<file path="config.mk">
export PLATFORM = sky130hd
export DESIGN_NAME = rre_report
export DESIGN_NICKNAME = d
export VERILOG_FILES = /design/src/core/rre_pkg.sv /design/src/core/rre_enc_if.sv /design/src/core/rre_encoder.sv /design/src/core/rre_report.sv
export SDC_FILE = /design/constraint.sdc
export NUM_CORES = 1
export LEC_CHECK = 0
export ABC_CLOCK_PERIOD_IN_PS = 2220
export BUFFER_PORTS_ARGS = -buffer_cell sky130_fd_sc_hd__buf_4
export CAP_MARGIN = 20
export CORE_MARGIN = 2
export CORE_UTILIZATION = 33
export DETAILED_ROUTE_END_ITERATION = 12
export PLACE_DENSITY = 0.65
export SLEW_MARGIN = 10
export SYNTH_ARGS = -nofsm -noshare
export SYNTH_HDL_FRONTEND = slang
export SYNTH_SLANG_ARGS = --single-unit
</file>
<file path="constraint.sdc">
create_clock -name clk_sys_i -period 2.22 [get_ports clk_sys_i]
set_input_delay 0.333 -clock clk_sys_i [delete_from_list [all_inputs] [get_ports clk_sys_i]]
set_output_delay 0.333 -clock clk_sys_i [all_outputs]
set_load 0.01 [all_outputs]
</file>
<file path="src/core/rre_pkg.sv">
// Constants and types for the recovery-required error reporting block
// Overview of operation
// - Data-load consumption error reports code 0x134: request 0011, type data, level 0.
// - Instruction-fetch consumption error reports code 0x150: request 0101, type instruction, level 0.
// - Filter bit 12 of the compound code is zero for both kinds.
// - Status fields: present, uncorrected, reporting, aux, location, notify, action set; lost, corrupt clear.
// - Location and aux flags set; physical address details stored in location and aux registers.
// - Aux address mode reads physical 010b; LSB field gives lowest valid address bit.
// - Broadcast the error signal to every logical processor when such an error is raised.
// - Affected processor is the consumer; its bank holds the error record.
// - Data load: affected processor gets restart flag clear, linked flag set.
// - Instruction fetch: affected processor gets both restart and linked flags clear.
// - Observing, non-affected processors get restart flag set and linked flag clear.
// - Errors inside one detection window may merge into one broadcast event.
// - Merged errors leave global flags showing the most severe error on that processor.
// - Unrecoverable error sets present, uncorrected, context-corrupt and reporting-on.
package rre_pkg;

  localparam int         CODE_W        = 16;
  localparam int         ADDR_W        = 52;
  localparam int         LSB_W         = 6;
  localparam int         MODE_W        = 3;
  localparam int         WINDOW_CYC    = 16;
  localparam int         NUM_LP        = 4;

  localparam logic [3:0] REQ_DATA_RD   = 4'h3;
  localparam logic [3:0] REQ_INSN_FETCH = 4'h5;
  localparam logic [1:0] TXN_INSN      = 2'h0;
  localparam logic [1:0] TXN_DATA      = 2'h1;
  localparam logic [1:0] LEVEL_0       = 2'h0;
  localparam logic [3:0] CACHE_HIER_PFX = 4'h1;
  localparam int         FILTER_BIT    = 12;
  localparam logic [MODE_W-1:0] ADDR_MODE_PHYS = 3'h2;

  typedef enum logic [1:0] {
    RRE_KIND_NONE,
    RRE_KIND_DATA_LOAD,
    RRE_KIND_INSN_FETCH,
    RRE_KIND_FATAL
  } rre_kind_t;

  // Severity order used when merging: fatal > data load > fetch
  typedef struct packed {
    logic record_present_flag;
    logic lost_error_flag;
    logic uncorrected_flag;
    logic reporting_on_flag;
    logic aux_info_logged_flag;
    logic location_logged_flag;
    logic context_corrupt_flag;
    logic notify_flag;
    logic action_required_flag;
    logic [CODE_W-1:0] arch_error_code;
  } rre_status_t;

endpackage : rre_pkg

</file>
<file path="src/core/rre_enc_if.sv">
// Interface carrying the encoder request and its encoded record
`timescale 1ns/1ns
interface rre_enc_if;
  rre_pkg::rre_kind_t   kind;
  rre_pkg::rre_status_t status;
  logic                 restart_ip_ok;
  logic                 error_ip_linked;
  modport enc (input kind, output status, output restart_ip_ok, output error_ip_linked);
  modport user (output kind, input status, input restart_ip_ok, input error_ip_linked);
endinterface : rre_enc_if

</file>
<file path="src/core/rre_encoder.sv">
// Combinational encoder from error kind to status record and global flags
`timescale 1ns/1ns
module rre_encoder (
  rre_enc_if.enc e
);
  always_comb
  begin
    e.status          = '0;
    e.restart_ip_ok   = 1'b1;
    e.error_ip_linked = 1'b0;
    case (e.kind)
      rre_pkg::RRE_KIND_DATA_LOAD:
      begin
        e.status.arch_error_code = {3'h0, 1'b0, rre_pkg::CACHE_HIER_PFX,
                                    rre_pkg::REQ_DATA_RD, rre_pkg::TXN_DATA, rre_pkg::LEVEL_0};
        e.restart_ip_ok   = 1'b0;
        e.error_ip_linked = 1'b1;
      end
      rre_pkg::RRE_KIND_INSN_FETCH:
      begin
        e.status.arch_error_code = {3'h0, 1'b0, rre_pkg::CACHE_HIER_PFX,
                                    rre_pkg::REQ_INSN_FETCH, rre_pkg::TXN_INSN, rre_pkg::LEVEL_0};
        e.restart_ip_ok   = 1'b0;
        e.error_ip_linked = 1'b0;
      end
      rre_pkg::RRE_KIND_FATAL:
      begin
        e.restart_ip_ok   = 1'b0;
        e.error_ip_linked = 1'b0;
      end
      default:
      begin
        e.restart_ip_ok   = 1'b1;
      end
    endcase
    if (e.kind == rre_pkg::RRE_KIND_DATA_LOAD || e.kind == rre_pkg::RRE_KIND_INSN_FETCH)
    begin
      e.status.record_present_flag  = 1'b1;
      e.status.uncorrected_flag     = 1'b1;
      e.status.reporting_on_flag    = 1'b1;
      e.status.aux_info_logged_flag = 1'b1;
      e.status.location_logged_flag = 1'b1;
      e.status.notify_flag          = 1'b1;
      e.status.action_required_flag = 1'b1;
    end
    else if (e.kind == rre_pkg::RRE_KIND_FATAL)
    begin
      e.status.record_present_flag  = 1'b1;
      e.status.uncorrected_flag     = 1'b1;
      e.status.reporting_on_flag    = 1'b1;
      e.status.context_corrupt_flag = 1'b1;
    end
  end
endmodule : rre_encoder

</file>
<file path="src/core/rre_report.sv">
// Recovery-required error reporter: one bank, per-processor global flags, broadcast
`timescale 1ns/1ns
module rre_report #(
  parameter int NUM_LP     = rre_pkg::NUM_LP,
  parameter int WINDOW_CYC = rre_pkg::WINDOW_CYC
) (
  // Clock and reset
  input  wire logic                            clk_sys_i,
  input  wire logic                            rstn_i,
  // Error detection, one pulse per consumption
  input  wire logic                            err_valid_i,
  input  rre_pkg::rre_kind_t                   err_kind_i,
  input  wire logic [$clog2(NUM_LP)-1:0]       err_lp_i,
  input  wire logic [rre_pkg::ADDR_W-1:0]      err_addr_i,
  input  wire logic [rre_pkg::LSB_W-1:0]       err_addr_lsb_i,
  // Software clear
  input  wire logic                            bank_clear_i,
  input  wire logic [NUM_LP-1:0]               global_clear_i,
  // Bank contents
  output rre_pkg::rre_status_t                 bank_status_o,
  output logic [rre_pkg::ADDR_W-1:0]           bank_location_o,
  output logic [rre_pkg::MODE_W-1:0]           bank_aux_mode_o,
  output logic [rre_pkg::LSB_W-1:0]            bank_aux_lsb_o,
  // Per-processor global flags and broadcast
  output logic [NUM_LP-1:0]                    restart_ip_ok_flag_o,
  output logic [NUM_LP-1:0]                    error_ip_linked_flag_o,
  output logic [NUM_LP-1:0]                    affected_o,
  output logic [NUM_LP-1:0]                    error_broadcast_signal_o
);

  localparam int CNT_W = $clog2(WINDOW_CYC + 1);

  rre_enc_if enc_bus ();
  assign enc_bus.kind = err_valid_i ? err_kind_i : rre_pkg::RRE_KIND_NONE;
  rre_encoder u_enc (
    .e (enc_bus)
  );

  function automatic logic [1:0] sev(input rre_pkg::rre_kind_t k);
    case (k)
      rre_pkg::RRE_KIND_FATAL:      sev = 2'h3;
      rre_pkg::RRE_KIND_DATA_LOAD:  sev = 2'h2;
      rre_pkg::RRE_KIND_INSN_FETCH: sev = 2'h1;
      default:                      sev = 2'h0;
    endcase
  endfunction : sev

  localparam int LP_W = $clog2(NUM_LP);

  typedef enum logic [0:0] {
    RRE_IDLE,
    RRE_WINDOW
  } rre_state_t;

  // Detection window group
  rre_state_t                 state_q;
  rre_state_t                 state_d;
  logic [CNT_W-1:0]           win_q;
  logic [CNT_W-1:0]           win_d;
  logic [NUM_LP-1:0]          bcast_q;
  logic [NUM_LP-1:0]          bcast_d;
  // Shared bank group
  rre_pkg::rre_status_t       status_q;
  rre_pkg::rre_status_t       status_d;
  logic [rre_pkg::ADDR_W-1:0] loc_q;
  logic [rre_pkg::ADDR_W-1:0] loc_d;
  logic [rre_pkg::MODE_W-1:0] mode_q;
  logic [rre_pkg::MODE_W-1:0] mode_d;
  logic [rre_pkg::LSB_W-1:0]  lsb_q;
  logic [rre_pkg::LSB_W-1:0]  lsb_d;
  // Per-processor global flag group
  logic [NUM_LP-1:0]          rst_ok_q;
  logic [NUM_LP-1:0]          rst_ok_d;
  logic [NUM_LP-1:0]          linked_q;
  logic [NUM_LP-1:0]          linked_d;
  logic [NUM_LP-1:0]          aff_q;
  logic [NUM_LP-1:0]          aff_d;
  logic [NUM_LP-1:0][1:0]     sev_q;
  logic [NUM_LP-1:0][1:0]     sev_d;
  logic                       new_err;

  assign new_err = err_valid_i && (err_kind_i != rre_pkg::RRE_KIND_NONE);

  // Bank record with its location and aux fields
  always_comb
  begin
    status_d = status_q;
    loc_d    = loc_q;
    mode_d   = mode_q;
    lsb_d    = lsb_q;
    if (bank_clear_i)
      status_d = '0;
    // Set wins over clear: a new record lands after the clear
    if (new_err && (!status_q.record_present_flag || bank_clear_i))
    begin
      status_d = enc_bus.status;
      loc_d    = err_addr_i;
      mode_d   = rre_pkg::ADDR_MODE_PHYS;
      lsb_d    = err_addr_lsb_i;
    end
    else if (new_err && status_q.record_present_flag)
    begin
      // Bank already holds a record; keep it, note the loss, and mark context corrupt for a fatal error
      status_d.lost_error_flag = 1'b1;
      if (err_kind_i == rre_pkg::RRE_KIND_FATAL)
        status_d.context_corrupt_flag = 1'b1;
    end
  end

  // Detection window; only an error seen while idle opens a new one
  always_comb
  begin
    state_d = state_q;
    win_d   = win_q;
    bcast_d = '0;
    case (state_q)
      RRE_IDLE:
      begin
        if (new_err)
        begin
          state_d = RRE_WINDOW;
          win_d   = CNT_W'(WINDOW_CYC - 1);
        end
      end
      RRE_WINDOW:
      begin
        // Errors in the window merge; a single broadcast closes it
        if (win_q == '0)
        begin
          state_d = RRE_IDLE;
          bcast_d = '1;
        end
        else
          win_d = win_q - CNT_W'(1);
      end
      default:
        state_d = RRE_IDLE;
    endcase
  end

  for (genvar g = 0; g < NUM_LP; g++)
  begin : g_lp
    always_comb
    begin
      rst_ok_d[g] = rst_ok_q[g];
      linked_d[g] = linked_q[g];
      aff_d[g]    = aff_q[g];
      sev_d[g]    = sev_q[g];
      if (global_clear_i[g])
      begin
        rst_ok_d[g] = 1'b0;
        linked_d[g] = 1'b0;
        aff_d[g]    = 1'b0;
        sev_d[g]    = 2'h0;
      end
      if (new_err)
      begin
        if (err_lp_i == LP_W'(g))
        begin
          if (sev(err_kind_i) >= sev_d[g])
          begin
            rst_ok_d[g] = enc_bus.restart_ip_ok;
            linked_d[g] = enc_bus.error_ip_linked;
            sev_d[g]    = sev(err_kind_i);
          end
          aff_d[g] = 1'b1;
        end
        else if (!aff_d[g])
        begin
          rst_ok_d[g] = 1'b1;
          linked_d[g] = 1'b0;
        end
      end
    end
  end

  always_ff @(posedge clk_sys_i or negedge rstn_i)
  begin
    if (!rstn_i)
    begin
      state_q <= RRE_IDLE;
      win_q   <= '0;
      bcast_q <= '0;
    end
    else
    begin
      state_q <= state_d;
      win_q   <= win_d;
      bcast_q <= bcast_d;
    end
  end

  always_ff @(posedge clk_sys_i or negedge rstn_i)
  begin
    if (!rstn_i)
    begin
      status_q <= '0;
      loc_q    <= '0;
      mode_q   <= '0;
      lsb_q    <= '0;
    end
    else
    begin
      status_q <= status_d;
      loc_q    <= loc_d;
      mode_q   <= mode_d;
      lsb_q    <= lsb_d;
    end
  end

  always_ff @(posedge clk_sys_i or negedge rstn_i)
  begin
    if (!rstn_i)
    begin
      rst_ok_q <= '0;
      linked_q <= '0;
      aff_q    <= '0;
      sev_q    <= '0;
    end
    else
    begin
      rst_ok_q <= rst_ok_d;
      linked_q <= linked_d;
      aff_q    <= aff_d;
      sev_q    <= sev_d;
    end
  end

  assign bank_status_o            = status_q;
  assign bank_location_o          = loc_q;
  assign bank_aux_mode_o          = mode_q;
  assign bank_aux_lsb_o           = lsb_q;
  assign restart_ip_ok_flag_o     = rst_ok_q;
  assign error_ip_linked_flag_o   = linked_q;
  assign affected_o               = aff_q;
  assign error_broadcast_signal_o = bcast_q;

endmodule : rre_report
</file>
Word-level counts from Yosys, hierarchy flattened
Index checks and enable logic that the tools add are counted.
{ "classes": {"muxes": 104, "eq_ne": 11, "reduce_logical": 13, "magnitude_cmp": 4, "n_bitwise": 1, "n_addsub": 1} }
{ "op_table": {"columns": ["op", "n"], "rows": [
  ["two-way mux 1 bit", 65],
  ["two-way mux 2 bit", 28],
  ["two-way mux 25 bit", 1],
  ["two-way mux 18 bit", 1],
  ["case mux 9 bit (2 select lines)", 1],
  ["== test 2 bit, second input constant", 6],
  ["two-way mux 4 bit", 3],
  ["two-way mux 5 bit", 2],
  ["case mux 5 bit (2 select lines)", 1],
  ["greater-or-equal comparator 2 bit", 4],
  ["== test 2 x 1 -> 1 bit, second input constant", 3],
  ["case mux 2 bit (3 select lines)", 1],
  ["logical NOT 5 bit", 1],
  ["subtractor 5 x 1 -> 5 bit, second input constant", 1],
  ["inequality test 2 bit, second input constant", 2],
  ["nonzero test 2 bit", 2],
  ["logical AND 1 bit", 3],
  ["nonzero test 3 bit", 1],
  ["OR reduction 3 bit", 1],
  ["logical NOT 2 bit", 1],
  ["logical OR 1 bit", 2],
  ["case mux 1 bit (2 select lines)", 1],
  ["AND reduction 2 bit", 1],
  ["logical NOT 1 bit", 1],
  ["NOT 1 bit", 1]
]} }
{ "totals": {"input_bits": 70, "register_bits": 114, "out_inout_bits": 102, "wordCells": 157} }

Depth between registers and ports, before layout
Gate-level depths: netlist of run 1.
{ "depth": {"depth_word": 8, "mapped_depth": 7, "depth_no_buf": 6} }

Modules after synthesis
A second synthesis of run 1 with hierarchy kept.
{ "hier_totals": {"cells_unflattened": 423, "hier_area_um2": 5123.7} }
{ "modules_own_cells": {"columns": ["module", "area_each_um2", "cells_each", "instances", "seq_area_each_um2"], "rows": [
  ["rre_report", 4888.4, 393, 1, 2777.7],
  ["rre_encoder", 235.2, 30, 1, 0.0]
]} }

Least setup slack after synthesis of run 1
Ideal clock, no wire load.
{ "synth_timing": {"kind": "input to register", "from": "input err_kind_i[1]", "to": "register sev_q[0] in the netlist's numbering", "n_path_buf": 1, "setup_time_ns": 0.127, "arrival_ns": 1.807, "t_required_ns": 2.093, "setup_slack_ns": 0.286, "cell_stages": 7, "cell_sequence": "buf_2 > inv_1 > ha_1 > nand2b_1 > maj3_1 > nand3_1 > mux2_1"} }
{ "synth_lines": {"columns": ["element", "line_no", "text"], "rows": [
  ["from (decl)", "rre_report.sv:12", "input rre_pkg::rre_kind_t err_kind_i,"],
  ["to (signal assigned)", "rre_report.sv:225", "sev_q <= sev_d;"],
  ["to (decl)", "rre_report.sv:78", "logic [NUM_LP-1:0][1:0] sev_q;"]
]} }

Worst setup path after layout of run 1
{ "layout_timing": {"from": "register sev_q[6] in the netlist's numbering", "to": "register linked_q[3] (netlist: error_ip_linked_flag_o[3])"} }
{ "layout_via": {"elab_chain_cells": 5} }
{ "layout_rtl": {"columns": ["element", "line_no", "text"], "rows": [
  ["two-way mux 2 bit", "rre_report.sv:149", "if (global_clear_i[g])"],
  ["greater-or-equal comparator 2 bit", "rre_report.sv:160", "if (sev(err_kind_i) >= sev_d[g])"],
  ["two-way mux 1 bit", "rre_report.sv:160", null],
  ["two-way mux 1 bit", "rre_report.sv:158", "if (err_lp_i == LP_W'(g))"],
  ["two-way mux 1 bit", "rre_report.sv:156", "if (new_err)"],
  ["via linked_d[3]", "rre_report.sv:75", "logic [NUM_LP-1:0] linked_d;"],
  ["to (signal assigned)", "rre_report.sv:223", "linked_q <= linked_d;"],
  ["to (decl)", "rre_report.sv:74", "logic [NUM_LP-1:0] linked_q;"]
]} }
The timed path passes the listed nets, and every way through them passes these cells.
A chain may end at the register's enable or synchronous reset.

==> results.env, run 1 <==
DRTANTENNAVIOLNETS=0
FLOORPLAN.DIE.HEIGHT_UM=117
DRT-INITIAL-DRC-COUNT=149
CLOCK.FMAX_MHz=520
SYNTH_TOP_CELL_AREA_SHARE_PCT=54.7
ANT_DIODES=0
HTREE_NUM_LEVELS=3
PLACE.PORT_BUFFERS=158
WL_UM=10500
FINALCRITPERIODSHARE_PCT=86.7
GRT_SETUP_UNREPAIRED='false'
MOST_COMMON_FLOP_CELL_MAPPED_BY_YOSYS='sky130_fd_sc_hd__dfrtp_1'
POWERDENSITY_nW_PER_UM2=842
CLOCK_ROOT_CELL='sky130_fd_sc_hd__clkbuf_16'
FINAL_MAX_SLEW_VIOL_COUNT=0
POST_SYNTH_INSTANCE_AREA_UM2=4210
GRT_FIRST_PASS_WIRELENGTH_UM=16500
TIGHTEST_SLEW_NS=0.584
MAXIMUM_VDD_DROP_V=0.000442
TOTAL_POWER_uW=4860
LAYOUT_CELLS_SIZED_ABOVE_1_PCT=30.6
GRT_MAX_DEGREE=52
NUM_IO_PINS=172
LAYOUT_MIN_CYCLE_TIME_NS=1.92
START_KIND='flop'
SLEW_HEADROOM_PCT=61.0
DR_TOTAL_VIAS=3549
CP_CELL_SEQUENCE='and2b_4 -> ha_1 -> nand2b_1 -> maj3_2 -> or4_1 -> o311ai_1'
FIN_NETS=688
FINALHOLDVIOLCOUNT=10
SYN_AVG_CELL_AREA_UM2=9.17
PLACEDCELLCOUNT=768
INITIAL_UTILIZATION_PCT=33.6
CTS_BUFFERS=9
MAX-CLOCK-PATH-BUFFERS=2
CTSRESIZECOUNT=0
CP_SLOWEST_CELL='sky130_fd_sc_hd__or4_1'
CRITPATHARRIVALTIME_NS=2.15
OVERFLOW_LEFT_AFTER_GLOBAL_ROUTING=0
HOLD_PATH_CLASS='input pin to asynchronous set/reset pin'
STATUS='complete, but fails checks'
FLOORPLAN.ROWS=41
CP_DATA_REQUIRED_TIME_NS=2.45
TOTALNEGATIVESETUPSLACK_NS=0
PLACE.DETAILED.HPWL_UM=7560
SYNTH_COMMONEST_CELLS='193 x sky130_fd_sc_hd__nand2_1, 92 x sky130_fd_sc_hd__dfrtp_1, 24 x sky130_fd_sc_hd__buf_4'
GP_ROUTABILITY_CONGESTION=0.747
CP_MAX_FO=5
GROUTE.USAGE.OVERALL_PCT=15.6
CRIT_TYPE='flop to flop'
SYNTH.LIB_CELLS_USED.DISTINCT=40
DETAIL_ROUTE.VIAS_PER_CELL=4.53
DETAIL_ROUTE.WL_PER_CELL_UM=13.5
POWER.STATIC_LEAKAGE_uW=0.00308
YOSYS_REGISTER_BITS=92
REMAINING_DRC_ERRORS=0
SEQUENTIAL_TO_TOTAL_AREA_SHARE_FROM_YOSYS_STAT_PCT=54.7
CLK-INSERTION-DELAY-LATE_NS=0.34
ANTENNA_VIOLATIONS_BEFORE_REPAIR=0
CTS.REPAIR_TIMING.SETUP_BUFFER_COUNT=0
CLKSINKCOUNT=92
SYNTH_TOP_CELL_BY_AREA='sky130_fd_sc_hd__dfrtp_1'
GATE_COUNT_AFTER_TECHNOLOGY_MAPPING=459
POST_LAYOUT_NONFILLER_INSTANCES=783
SYNTH_ASYNC_SR_FLOP_SHARE_PCT=100
CORE_UM2=12500
GRT_PASS1_VIAS=3477
SYNTH.TOP_CELLS.BY_AREA='sky130_fd_sc_hd__dfrtp_1 55%, sky130_fd_sc_hd__nand2_1 17%, sky130_fd_sc_hd__buf_4 4.3%'
FF2FF_SETUP_SLACK_NS=0.30
SYNTHESIS_WARNING_TOTAL=0
FINALSETUPVIOLATIONS=0
DRT_FIRST_PASS_ITERS=4
CRIT_PATH_END_KIND='flop'
DIE_AREA_UM2=13700
HOLDBUFCOUNTCTS=0
MAX_STAGE_DELAY_NS=0.41
CLOCK_TREE_FROM_TRITONCTS='built'
POST-ROUTE-UTIL_PCT=46.2
FAILED_CHECKS='negative hold slack'
YOSYS.CELL_COUNT.TOP_TYPE='sky130_fd_sc_hd__nand2_1'
CLOCK_PIN_SLEW_ON_THE_WORST_SETUP_AND_HOLD_PATHS_NS=0.06
FINAL.HOLD.WORST_SLACK_NS=-0.0153
TIMING.MAX_CAP.VIOLATIONS=0
CLOCK_SKEW_NS=0.00353
CHIP_WIDTH_UM=117
SYNTH_EDF_COUNT=0
SYNTHTOLAYOUTAREAGROWTH_PCT=37.2
LAYOUT_FILLERS=1235
-- layer usage --
layer | routed length, um | share of wire [%] | GRT usage (%)
met1 | 4580 | 43 | 19.6
met2 | 5040 | 48 | 24.6
met3 | 723 | 6.9 | 4.69
met4 | 204 | 1.9 | 7.92
met5 | 0 | 0 | 0
-- sequential cells by signal, summed over array words and instances, names as in the netlist, 4 cells and up --
| register | cells |
|---|---|
| affected_o | 4 |
| sev_q | 8 |
| restart_ip_ok_flag_o | 4 |
| bank_status_o | 6 |
| bank_location_o | 52 |
| error_ip_linked_flag_o | 4 |
| win_q | 5 |
| bank_aux_lsb_o | 6 |
-- cell type report --
class | instances | area [um^2] | area share, %
clock buffers | 14 | 274 | 4.74
clock inverters | 1 | 30.0 | 0.520
inverters | 9 | 35.0 | 0.606
multi-input cells | 330 | 1670 | 28.9
flip-flops and latches | 92 | 2300 | 39.9
well taps | 172 | 215 | 3.73
repair buffers | 165 | 1250 | 21.7
-- cells by family (layout without fill, tap and decap cells) --
logic type | count (synthesis) | in the layout | synth area share (%)
buf+inv | 49 | 189 | 6.98
other cells | 1 | 13 | 0.0891
flops | 92 | 92 | 54.7
compound gates | 36 | 36 | 5.35
fa+ha+maj | 15 | 15 | 4.25
mux | 9 | 9 | 2.29
simple gates | 257 | 257 | 26.4
-- stage by stage --
step | area [um^2] | worst slack, ns | hold WS [ns]
final | 5780 | 0.296 | -0.0153
after global routing | 5780 | 0.246 | 0.0202
after CTS | 5780 | 0.289 | 0.00151
after detailed placement | 5470 | 0.182 | 0.378
after global placement | 5470 | 0.226 | 0.359
after floorplan | 4260 | 0.286 | 0.0374
-- report_power, final --
group	switching (uW)	internal (uW)
logic	568	575
registers	208	1930
clock network	623	960
-- final timing paths --
| check | cells after the start | from | end |
|---|---|---|---|
| max in group asynchronous | 2 | rstn_i | bank_location_o[41] |
| worst min register to register | 2 | bank_location_o[41] | bank_location_o[41] |
| worst min-delay path | 1 | rstn_i | sev_q[4] |
| min in group clk_sys_i | 3 | err_addr_i[51] | bank_location_o[51] |
| worst max-delay path | 6 | sev_q[6] | error_ip_linked_flag_o[3] |
| worst max register to register | 6 | sev_q[6] | error_ip_linked_flag_o[3] |
-- critical path, delay by kind of cell, from the launching register on --
| kind | cells | cell delay [ns] |
|---|---|---|
| compound gates | 1 | 0.11 |
| flops | 1 | 0.37 |
| fa+ha+maj | 2 | 0.61 |
| simple gates | 3 | 0.72 |
-- cell usage in the layout, fill, tap and decap left out, types with 2 or more instances in the layout --
master	netlist	final
sky130_fd_sc_hd__nand3_1	6	6
sky130_fd_sc_hd__clkbuf_1	1	2
sky130_fd_sc_hd__nor3_1	4	4
sky130_fd_sc_hd__dfrtp_1	92	92
sky130_fd_sc_hd__nor2b_1	8	8
sky130_fd_sc_hd__clkbuf_16	0	9
sky130_fd_sc_hd__clkbuf_8	0	3
sky130_fd_sc_hd__and2b_4	2	2
sky130_fd_sc_hd__buf_4	24	164
sky130_fd_sc_hd__a221oi_1	3	3
sky130_fd_sc_hd__a21oi_1	4	4
sky130_fd_sc_hd__nand2b_1	20	20
sky130_fd_sc_hd__maj3_1	3	3
sky130_fd_sc_hd__inv_1	8	8
sky130_fd_sc_hd__nand2_1	193	192
sky130_fd_sc_hd__nand4_1	2	2
sky130_fd_sc_hd__mux2i_1	4	4
sky130_fd_sc_hd__nor2_1	15	15
sky130_fd_sc_hd__o21ai_0	5	5
sky130_fd_sc_hd__ha_1	11	11
sky130_fd_sc_hd__mux2_1	5	5
sky130_fd_sc_hd__and2_1	2	2
sky130_fd_sc_hd__conb_1	1	13
sky130_fd_sc_hd__o21ai_1	14	14
Note: power is estimated with default switching activity, not from simulation.
==> run 2: changes to the inputs <==
--- a/config.mk
+++ b/config.mk
@@ -7,11 +7,12 @@
 export LEC_CHECK = 0
 export ABC_CLOCK_PERIOD_IN_PS = 2220
 export BUFFER_PORTS_ARGS = -buffer_cell sky130_fd_sc_hd__buf_4
-export CAP_MARGIN = 20
+export CAP_MARGIN = 30
 export CORE_MARGIN = 2
 export CORE_UTILIZATION = 33
 export DETAILED_ROUTE_END_ITERATION = 12
 export PLACE_DENSITY = 0.65
+export REMOVE_ABC_BUFFERS = 1
 export SLEW_MARGIN = 10
 export SYNTH_ARGS = -nofsm -noshare
 export SYNTH_HDL_FRONTEND = slang
==> results.env, run 2 (synthesized netlist as in run 1, its figures left out) <==
STATUS='finished, final reports clean'
CP_CELL_SEQUENCE='nor2b_1 -> ha_1 -> nand2b_1 -> maj3_1 -> nand3_1 -> mux2_1'
GP_ROUTABILITY_CONGESTION=0.838  # +12%
POWER.STATIC_LEAKAGE_uW=0.00307  # about the same
CLOCK_PIN_SLEW_ON_THE_WORST_SETUP_AND_HOLD_PATHS_NS=0.06  # about the same
TIMING.MAX_CAP.VIOLATIONS=0  # unchanged
WORSTPATHBUFFERINVERTERCOUNT=0  # unchanged
LAYOUT.CELLS.MOST_COMMON_LIST='192 x sky130_fd_sc_hd__nand2_1, 164 x sky130_fd_sc_hd__buf_4, 92 x sky130_fd_sc_hd__dfrtp_1'
POWERDENSITY_nW_PER_UM2=831  # -1.3%
START_KIND='flop'
R2R-END='sev_q[4]'
CLOCK_ROOT_CELL='sky130_fd_sc_hd__clkbuf_16'
INITIAL_UTILIZATION_PCT=33.6  # unchanged
CPLARGESTDELAYFAMILY='adder cells'
PLACE.DETAILED.HPWL_UM=7470  # -1.2%
CRIT_TYPE='flop to flop'
FIN_NETS=689  # +0.15%
LARGEST_REGISTER_FFS=52  # unchanged
MULTIINPUTGATEAREA_UM2=1670  # unchanged
CORE_UM2=12500  # unchanged
POST-ROUTE-UTIL_PCT=46.1  # about the same
PLACE.PORT_BUFFERS=158  # unchanged
CLOCK_TREE_FROM_TRITONCTS='built'
OVERFLOW_LEFT_AFTER_GLOBAL_ROUTING=0  # unchanged
LAYOUT_MIN_CYCLE_TIME_NS=1.91  # -0.0109 ns
DIE_AREA_UM2=13700  # unchanged
DRT-INITIAL-DRC-COUNT=158  # +6.0%
SLEW_HEADROOM_PCT=48.3  # -13 points
WL_UM=10200  # -3.2%
ANT_DIODES=0  # unchanged
CHIP_WIDTH_UM=117  # unchanged
HOLD_PATH_CLASS='input pin to flop'
HTREE_NUM_LEVELS=3  # unchanged
CRITPATHLAUNCH='sev_q[4]'
TIGHTEST_SLEW_NS=0.773  # +0.189 ns
FINAL.HOLD.WORST_SLACK_NS=0.177  # +0.193 ns
CRIT_PATH_END_KIND='flop'
FINALHOLDVIOLCOUNT=0  # -10
TIMING.REG2REG.WORST_PATH_DEPTH=6  # unchanged
REG2REG_FROM='sev_q[4]'
MAX_STAGE_DELAY_NS=0.43  # +0.02 ns
FLOORPLAN.DIE.HEIGHT_UM=117  # unchanged
REMAINING_DRC_ERRORS=0  # unchanged
LAYOUT_FILLERS=1232  # -0.24%
CRITPATHARRIVALTIME_NS=2.14  # about the same
GRT_MAX_DEGREE=37  # -29%
FINAL_COMMON_CELL='sky130_fd_sc_hd__nand2_1'
DETAIL_ROUTE.WL_PER_CELL_UM=13.0  # -3.2%
NUM_IO_PINS=172  # unchanged
ANTENNA_VIOLATIONS_BEFORE_REPAIR=0  # unchanged
FF2FF_SETUP_SLACK_NS=0.31  # about the same
MAX-CLOCK-PATH-BUFFERS=2  # unchanged
CLOCK_SKEW_NS=0.00380  # +0.000266 ns
TOTALNEGATIVESETUPSLACK_NS=0  # unchanged
DRT_FIRST_PASS_ITERS=4  # unchanged
SYNTHTOLAYOUTAREAGROWTH_PCT=37.1  # about the same
FINALCRITPERIODSHARE_PCT=86.2  # -0.49 points
CLKSINKCOUNT=92  # unchanged
CP_SLOWEST_CELL='sky130_fd_sc_hd__maj3_1'
FINALSETUPVIOLATIONS=0  # unchanged
TIMING.CRITICAL_PATH.DEPTH=6  # unchanged
LAYOUT_CELLS_SIZED_ABOVE_1_PCT=30.6  # unchanged
FLOORPLAN.ROWS=41  # unchanged
CTS_BUFFERS=9  # unchanged
GRT_PASS1_VIAS=3308  # -4.9%
GROUTE.USAGE.OVERALL_PCT=15.4  # -0.26 points
DR_TOTAL_VIAS=3489  # -1.7%
CP_MAX_FO=4  # -1
AREA_OF_ALL_SEQUENTIAL_STANDARD_CELLS_UM2=2300  # unchanged
SETUP.WORST_PATH.END='sev_q[4]'
CP_DATA_REQUIRED_TIME_NS=2.44  # about the same
GRT_SETUP_UNREPAIRED='false'
DETAIL_ROUTE.VIAS_PER_CELL=4.46  # -1.7%
DRTANTENNAVIOLNETS=0  # unchanged
GRT_FIRST_PASS_WIRELENGTH_UM=16100  # -2.4%
MAXIMUM_VDD_DROP_V=0.000325  # -26%
CLK-INSERTION-DELAY-LATE_NS=0.34  # about the same
CLOCK.FMAX_MHz=523  # +0.57%
CTSRESIZECOUNT=0  # unchanged
FINAL_MAX_SLEW_VIOL_COUNT=0  # unchanged
[run 2: worst min-delay path by stage]
stage | startpoint | end | slack (ns) | cells after the start
after CTS | err_addr_i[37] | bank_location_o[37] | 0.16 | 3
after floorplan | rstn_i | affected_o[0] | 0.04 | 0
after detailed placement | rstn_i | win_q[1] | 0.31 | 1
final | err_addr_i[37] | bank_location_o[37] | 0.18 | 3
after global placement | rstn_i | win_q[1] | 0.31 | 1
after global routing | err_addr_i[37] | bank_location_o[37] | 0.17 | 3
[run 2: timing repair]
action / CTS / global route
endpoints found under the hold margin: 30 / 0
buffers inserted: 0 / 0
hold buffers: 1 / 0
[run 2: where the power goes]
part	internal (uW)	switching, uW
clock	919	588
sequential	1930	216
combinational	577	567
[run 2: area by class of cell]
type	instances	share of cell area [%]
multi-input cells	330	28.9
repair buffers	166	21.8
clock inverters	2	0.607
flip-flops and latches	92	39.9
clock buffers	12	4.44
well taps	172	3.73
inverters	9	0.607
[run 2: per-layer routing]
| metal | vias to the layer above | part of all wire [%] | GRT usage (%) |
|---|---|---|---|
| met5 | - | 0 | 0 |
| met4 | 0 | 1.9 | 6.59 |
| met3 | 13 | 7.0 | 4.38 |
| met2 | 121 | 47 | 24.3 |
| met1 | 1637 | 44 | 19.8 |
| li1 | 1718 | - | - |
[run 2: worst reg2reg max path, cell delays in order, from the launching register on]
cell	delay, ns
sky130_fd_sc_hd__dfrtp_1	0.36
sky130_fd_sc_hd__nor2b_1	0.15
sky130_fd_sc_hd__ha_1	0.26
sky130_fd_sc_hd__nand2b_1	0.14
sky130_fd_sc_hd__maj3_1	0.43
sky130_fd_sc_hd__nand3_1	0.13
sky130_fd_sc_hd__mux2_1	0.33
[run 2: metrics by stage]
stage / worst slack, ns / cells / area, um^2 / power [uW]
final: 0.307 / 783 / 5770 / 4800
after global routing: 0.196 / 783 / 5770 / 5100
after floorplan: -0.00601 / 431 / 4000 / 2690
after CTS: 0.322 / 783 / 5770 / 4880
after global placement: 0.227 / 768 / 5470 / 3300
after detailed placement: 0.199 / 768 / 5470 / 3330
